$ cat src/design/dcl_pkg.sv
package dcl_pkg;

  localparam int ADDR_W = 20;
  localparam logic [19:0] CTRL_OFS       = 20'h0_0000;
  localparam logic [19:0] CTRL_ALIAS_OFS = 20'h0_0004;
  localparam logic [19:0] RXFH_OFS       = 20'h0_2410;
  localparam logic [19:0] RXFH_ALIAS_OFS = 20'h0_8000;
  localparam logic [19:0] STAT_OFS       = 20'h0_0008;

  localparam int DUPLEX_BIT = 0;
  localparam int BLOCK_BIT  = 2;
  localparam int ASD_BIT    = 5;
  localparam int PERMIT_BIT = 6;
  localparam int IDLE_BIT   = 0;

  // Byte reset value without the NVM-loaded bits; bit 3 resets to one
  localparam logic [7:0]  CTRL_RST_BASE = 8'h08;
  localparam logic [12:0] RXFH_RST      = 13'h0000;
  localparam logic [3:0]  PEND_MAX      = 4'hF;

  typedef enum logic [2:0] {
    DCL_BOOT = 3'b001,
    DCL_LOAD = 3'b010,
    DCL_RUN  = 3'b100
  } dcl_state_t;

endpackage : dcl_pkg

$ cat src/design/dcl_ctrl_top.sv
// The strobed register port was decided locally.
`timescale 1ns/1ps
`default_nettype none
module dcl_ctrl_top
  import dcl_pkg::*;
(
  input  wire logic              mclk_in,        // Clock, 40 MHz
  input  wire logic              rst_b_in,       // Async reset, active low
  input  wire logic [ADDR_W-1:0] addr_in,        // Register byte address
  input  wire logic [31:0]       wdata_in,       // Write data
  input  wire logic              wr_in,          // Write strobe
  input  wire logic              rd_in,          // Read strobe
  output logic      [31:0]       rdata_out,      // Read data, next cycle
  input  wire logic              nvm_valid_in,   // NVM defaults are valid
  input  wire logic              nvm_duplex_in,  // NVM duplex default
  input  wire logic              nvm_wake_in,    // NVM wake power enable
  input  wire logic              req_in,         // Function master request
  input  wire logic              mng_req_in,     // Manageability request
  input  wire logic              done_in,        // Master request completed
  output logic                   req_out,        // Gated function request
  output logic                   mng_req_out,    // Gated manageability request
  input  wire logic              phy_link_in,    // PHY link indication
  input  wire logic [1:0]        phy_speed_in,   // PHY speed
  input  wire logic [1:0]        det_speed_in,   // MAC detected speed
  output logic                   link_up_out,    // Link recognized
  output logic                   data_en_out,    // Data path enable
  output logic                   full_dup_out,   // Duplex to MAC
  output logic      [1:0]        speed_out,      // Speed to MAC
  output logic      [12:0]       rxfh_out        // Rx FIFO head pointer
);

  ////////////////////////////////////////////////////////////////////////
  // Decode
  logic       hit_ctrl;
  logic       hit_rxfh;
  logic       hit_stat;
  logic [7:0] ctrl_reg;
  logic [12:0] rxfh_reg;
  logic       idle;
  dcl_state_t state_reg;

  assign hit_ctrl = (addr_in == CTRL_OFS) || (addr_in == CTRL_ALIAS_OFS);
  assign hit_rxfh = (addr_in == RXFH_OFS) || (addr_in == RXFH_ALIAS_OFS);
  assign hit_stat = (addr_in == STAT_OFS);

  ////////////////////////////////////////////////////////////////////////
  // Reset sequencing: NVM defaults are captured after release,
  // never in the async branch
  always_ff @(posedge mclk_in or negedge rst_b_in) begin
    if (!rst_b_in) begin
      state_reg <= DCL_BOOT;
    end else begin
      unique case (state_reg)
        DCL_BOOT: state_reg <= DCL_LOAD;
        DCL_LOAD: if (nvm_valid_in) state_reg <= DCL_RUN;
        DCL_RUN:  state_reg <= DCL_RUN;
        default:  state_reg <= DCL_BOOT;
      endcase
    end
  end

  ////////////////////////////////////////////////////////////////////////
  // Control byte; reserved bits simply store what was written
  always_ff @(posedge mclk_in or negedge rst_b_in) begin
    if (!rst_b_in) begin
      ctrl_reg <= CTRL_RST_BASE;
    end else if (state_reg == DCL_LOAD && nvm_valid_in) begin
      ctrl_reg[DUPLEX_BIT] <= nvm_duplex_in;
      ctrl_reg[PERMIT_BIT] <= nvm_wake_in;
    end else if (wr_in && hit_ctrl) begin
      ctrl_reg <= wdata_in[7:0];
    end
  end

  // Rx FIFO head pointer, same storage at both offsets
  always_ff @(posedge mclk_in or negedge rst_b_in) begin
    if (!rst_b_in) begin
      rxfh_reg <= RXFH_RST;
    end else if (wr_in && hit_rxfh) begin
      rxfh_reg <= wdata_in[12:0];
    end
  end
  assign rxfh_out = rxfh_reg;

  ////////////////////////////////////////////////////////////////////////
  // Read data valid only in the cycle after the strobe
  always_ff @(posedge mclk_in or negedge rst_b_in) begin
    if (!rst_b_in) begin
      rdata_out <= 32'h0000_0000;
    end else if (rd_in) begin
      if (hit_ctrl)
        rdata_out <= {24'h00_0000, ctrl_reg};
      else if (hit_rxfh)
        rdata_out <= {19'h0_0000, rxfh_reg};
      else if (hit_stat)
        rdata_out <= {31'h0000_0000, idle};
      else
        rdata_out <= 32'h0000_0000;
    end else begin
      rdata_out <= 32'h0000_0000;
    end
  end

  ////////////////////////////////////////////////////////////////////////
  // Submodules
  dcl_master_gate u_master (
    .mclk_in     (mclk_in),
    .rst_b_in    (rst_b_in),
    .block_in    (ctrl_reg[BLOCK_BIT]),
    .req_in      (req_in),
    .mng_req_in  (mng_req_in),
    .done_in     (done_in),
    .req_out     (req_out),
    .mng_req_out (mng_req_out),
    .idle_out    (idle)
  );

  dcl_link_gate u_link (
    .mclk_in      (mclk_in),
    .rst_b_in     (rst_b_in),
    .permit_in    (ctrl_reg[PERMIT_BIT]),
    .duplex_in    (ctrl_reg[DUPLEX_BIT]),
    .asd_in       (ctrl_reg[ASD_BIT]),
    .phy_link_in  (phy_link_in),
    .phy_speed_in (phy_speed_in),
    .det_speed_in (det_speed_in),
    .link_up_out  (link_up_out),
    .data_en_out  (data_en_out),
    .full_dup_out (full_dup_out),
    .speed_out    (speed_out)
  );

endmodule : dcl_ctrl_top
`default_nettype wire

$ cat src/design/dcl_master_gate.sv
`timescale 1ns/1ps
`default_nettype none
module dcl_master_gate
  import dcl_pkg::*;
(
  input  wire logic mclk_in,      // Clock
  input  wire logic rst_b_in,     // Async reset, active low
  input  wire logic block_in,     // Block new master requests
  input  wire logic req_in,       // Master request from function
  input  wire logic mng_req_in,   // Master request from manageability
  input  wire logic done_in,      // One request completed
  output logic      req_out,      // Request passed to bus
  output logic      mng_req_out,  // Manageability request passed
  output logic      idle_out      // Blocked and nothing pending
);
  logic [3:0] pend_reg;
  logic       issue;
  logic [1:0] issue_cnt;
  logic [4:0] pend_sum;

  // Gate both request sources while blocked
  assign req_out     = req_in & ~block_in;
  assign mng_req_out = mng_req_in & ~block_in;
  assign issue       = req_out | mng_req_out;
  assign issue_cnt   = {1'b0, req_out} + {1'b0, mng_req_out};
  // One spare bit shows overflow; a stray completion at zero is caught before the sum
  assign pend_sum    = {1'b0, pend_reg} + {3'b000, issue_cnt} - {4'b0000, done_in};

  // Outstanding count; saturates so a stuck partner cannot wrap it
  always_ff @(posedge mclk_in or negedge rst_b_in) begin
    if (!rst_b_in) begin
      pend_reg <= 4'h0;
    end else if (issue || done_in) begin
      if (done_in && pend_reg == 4'h0 && !issue)
        pend_reg <= 4'h0;             // Completion with nothing pending is ignored
      else if (pend_sum > {1'b0, PEND_MAX})
        pend_reg <= PEND_MAX;
      else
        pend_reg <= pend_sum[3:0];
    end
  end

  // Idle only once blocked and all pending work drained
  always_ff @(posedge mclk_in or negedge rst_b_in) begin
    if (!rst_b_in) begin
      idle_out <= 1'b0;
    end else begin
      idle_out <= block_in && (pend_reg == 4'h0);
    end
  end
endmodule : dcl_master_gate
`default_nettype wire

$ cat src/design/dcl_link_gate.sv
`timescale 1ns/1ps
`default_nettype none
module dcl_link_gate (
  input  wire logic       mclk_in,       // Clock
  input  wire logic       rst_b_in,      // Async reset, active low
  input  wire logic       permit_in,     // Link-up permit
  input  wire logic       duplex_in,     // Duplex select, 1 full
  input  wire logic       asd_in,        // Auto speed detect enable
  input  wire logic       phy_link_in,   // PHY link-up indication
  input  wire logic [1:0] phy_speed_in,  // Speed reported by PHY
  input  wire logic [1:0] det_speed_in,  // Speed detected by MAC
  output logic            link_up_out,   // Link recognized by MAC
  output logic            data_en_out,   // Rx and Tx data allowed
  output logic            full_dup_out,  // MAC in full duplex
  output logic [1:0]      speed_out      // Speed MAC runs at
);
  // Registered so the MAC sees one clean level per cycle
  always_ff @(posedge mclk_in or negedge rst_b_in) begin
    if (!rst_b_in) begin
      link_up_out  <= 1'b0;
      data_en_out  <= 1'b0;
      full_dup_out <= 1'b0;
      speed_out    <= 2'b00;
    end else begin
      link_up_out  <= permit_in & phy_link_in;
      data_en_out  <= permit_in & phy_link_in;
      full_dup_out <= duplex_in;
      speed_out    <= asd_in ? det_speed_in : phy_speed_in;
    end
  end
endmodule : dcl_link_gate
`default_nettype wire

$ cat config.mk
export PLATFORM = sky130hd
export DESIGN_NAME = dcl_ctrl_top
export DESIGN_NICKNAME = d
export VERILOG_FILES = /design/src/design/dcl_pkg.sv /design/src/design/dcl_ctrl_top.sv /design/src/design/dcl_master_gate.sv /design/src/design/dcl_link_gate.sv
export SDC_FILE = /design/constraint.sdc
export NUM_CORES = 1
export LEC_CHECK = 0
export BUFFER_PORTS_ARGS = -buffer_cell sky130_fd_sc_hd__clkbuf_2
export CORE_ASPECT_RATIO = 0.9
export CORE_MARGIN = 8
export CORE_UTILIZATION = 45
export CTS_BUF_LIST = sky130_fd_sc_hd__clkbuf_2 sky130_fd_sc_hd__clkbuf_4 sky130_fd_sc_hd__clkbuf_8
export DETAILED_ROUTE_END_ITERATION = 6
export GPL_TIMING_DRIVEN = 0
export HOLD_SLACK_MARGIN = 0.05
export PLACE_DENSITY = 0.81
export SYNTH_ARGS = -nofsm -noshare
export SYNTH_HDL_FRONTEND = slang
export SYNTH_SLANG_ARGS = --single-unit
$ cat constraint.sdc
create_clock -name mclk_in -period 3.7 [get_ports mclk_in]
set_clock_uncertainty 0.2 [all_clocks]
set_input_delay 0.185 -clock mclk_in [delete_from_list [all_inputs] [get_ports mclk_in]]
set_output_delay 0.185 -clock mclk_in [all_outputs]
set_load 0.05 [all_outputs]
==> metrics <==
Critical Path Max Stage Delay=540 ps; first-pass GRT wire length=9.76 mm; CP arrival=2920 ps; Hold Vio Cnt, Final=0; RSZ-0062 raised after global routing=no; Sw Ratio=0.326; final worst path period need=2900 ps; area grow syn2layout=39.2%; WL final=5.76 mm; Ys Warns=0; RD Place Congestion=0.828; setup slack after placement=803 ps; EDFF count, synth=0; power share of the clock group=0.250; CP Cell Sequence=inv_1 > nand2_1 > ha_1 > fa_1 > inv_1 > fa_1 > and3b_1 > or4_1 > and2_1 > a32oi_1; Final Slew Violations=0; Non-Filler Instances=394; Slowest cell on crit path=or4_1; Skew-Pair Late Insertion Delay=300 ps; Vias/cell=4.80; Post-DP HPWL=4.30 mm; area of the die=7650 um^2; Min-Delay Path Class=in -> reg; Post-Synthesis Cells=197; status=complete, no violations; wire length per cell=14.6 um; crit end category=flip-flop; Horiz. Die Dim=91.3 um; #FFs+latches synth=46; Seq pwr share=0.439; combinational fraction of design power=0.311; H-tree Lvls=2; part of the cycle the worst path needs=0.785; top cells by count, synth=dfrtp_1 (44), mux2_2 (21), buf_4 (20); Power Internal=0.839 mW; Pwr Density=389 nW/um^2; residual DRC count=0; Core Util, Final=0.653; Bufs on Longest Clock Path=2; Slew Limit Headroom=0.266; Final nets=402; total power=1.24 mW; worst path required time=3720 ps; fmax=0.344 GHz; worst vdd ir=237 uV; CTS tree=done; Post-Layout Inst Area=3200 um^2; Setup Buffers After CTS=0; area leader, netlist=dfrtp_1; CP startpoint kind=flip-flop; die height=83.8 um; Cell Rows=24; distinct cell type count after synthesis=45; Async S/R FF share, synth=1.00; Final WS setup=797 ps; vias in the first global route=2049; initial drt markers=43; DRT Pass-1 Iters=4; Num CTS Buffers=5; clk slew on worst S/H paths=90 ps; mean post-synth cell area=11.7 um^2; via count=1893; Seq/Total Area, Yosys=0.502; starting density of the core=0.469; top cells by area, synth=dfrtp_1 (48%), mux2_2 (10%), buf_4 (6.5%), ha_1 (2.7%), a22o_1 (2.7%); worst-margin pin slew=1100 ps; share of layout cells above drive strength 1=0.419; post-route ant nets=0; Synth top area share=0.480; total global routing overflow=0; Post-DP Area=2850 um^2; critical path class=reg -> reg; most numerous cell in the Yosys netlist=dfrtp_1; top_reg_cell synth=dfrtp_1; highest net fanout along the worst path=4; Antenna diodes=0; largest net degree at the start of global routing=47; LEAKAGE=1.71 nW; final setup TNS=0 ps; post-CTS sizing=0; Max Cap Viol=0; I/O pins=119; placed cells=360; number of antenna violations at the first check in global routing=0; Port Buf Inserts=80; Final setup viols=0; global router's overall resource usage=0.156; Sw Pwr=0.406 mW; Synth Cell Area=2300 um^2; worst hold slack=140 ps; clk sinks=46; core area=4890 um^2; CTS root buffer=clkbuf_8
-- path summary, 6_finish.rpt --
path                       slack [ps]  depth (start not counted)                                to                     from
max                               800                         10  u_master.pend_reg[3]$_DFFE_PN0P_  ctrl_reg[2]$_DFFE_PN0P_
min                               140                          4           ctrl_reg[6]$_DFFE_PN0P_               addr_in[4]
max in group asynchronous        2200                          2       u_master.idle_out$_DFF_PN0_                 rst_b_in
min reg2reg                       230                          0     u_link.full_dup_out$_DFF_PN0_  ctrl_reg[0]$_DFFE_PN0P_
max reg2reg                       800                         10  u_master.pend_reg[3]$_DFFE_PN0P_  ctrl_reg[2]$_DFFE_PN0P_
min in group asynchronous         410                          2          state_reg[2]$_DFFE_PN0P_                 rst_b_in
-- cell usage in the layout (no fill, tap or decap), drive strengths merged, types with 3 or more instances in the layout --
cell / n
clkbuf: 86
dfrtp: 44
dlygate4sd3: 26
buf: 22
mux2: 21
conb: 19
inv: 12
nor2: 11
and2: 7
a22o: 7
a21oi: 6
a31oi: 5
ha: 5
nor4: 5
a21o: 4
nor3: 4
o21ai: 4
nand2: 3
nand2b: 3
-- worst max-delay path: cells and delay by family, from the launching register on --
kind	cells	cell delay, ps
AOI/OAI and AO/OA	1	160
adders and majority gates	3	870
buffers and inverters	2	150
DFF	1	420
and+or+nand+nor	4	1020
-- per-layer routing --
| layer | global-route usage | vias up | part of all wire |
|---|---|---|---|
| met5 | 0 | - | 0 |
| met4 | 0.0401 | 0 | 0.0087 |
| met3 | 0.0612 | 6 | 0.085 |
| met2 | 0.276 | 75 | 0.52 |
| met1 | 0.169 | 892 | 0.39 |
| li1 | - | 920 | - |
-- area by class of cell --
| type | instances | area (um^2) |
|---|---|---|
| plain buffers | 23 | 170 |
| clock buffers | 5 | 68.8 |
| clock inverters | 3 | 21.3 |
| fillers | 389 | 1700 |
| inverters | 12 | 45.0 |
| multi-input cells | 134 | 995 |
| flip-flops and latches | 46 | 1150 |
| well taps | 65 | 81.3 |
| repair buffers | 106 | 661 |
-- timing repair --
action                                 CTS  global route
endpoints found under the hold margin   72             0
hold buffers                            26             0
setup endpoints to repair                0             0
-- cell families after synthesis --
logic type,synth area share
and+or+nand+nor,0.153
buffers and inverters,0.0937
other,0.00163
muxes,0.107
xor gates and xnor gates,0.00763
DFF,0.502
adders and majority gates,0.0447
AOI/OAI and AO/OA,0.0899
-- power by group through the flow --
stage,registers (mW),clock network (mW),logic [mW]
after global routing,0.549,0.340,0.436
final,0.546,0.311,0.387
after floorplan,0.554,0,0.280
after detailed placement,0.555,0,0.369
after CTS,0.546,0.320,0.389
after global placement,0.554,0,0.355
No activity file was read; power rests on OpenSTA's default activity.
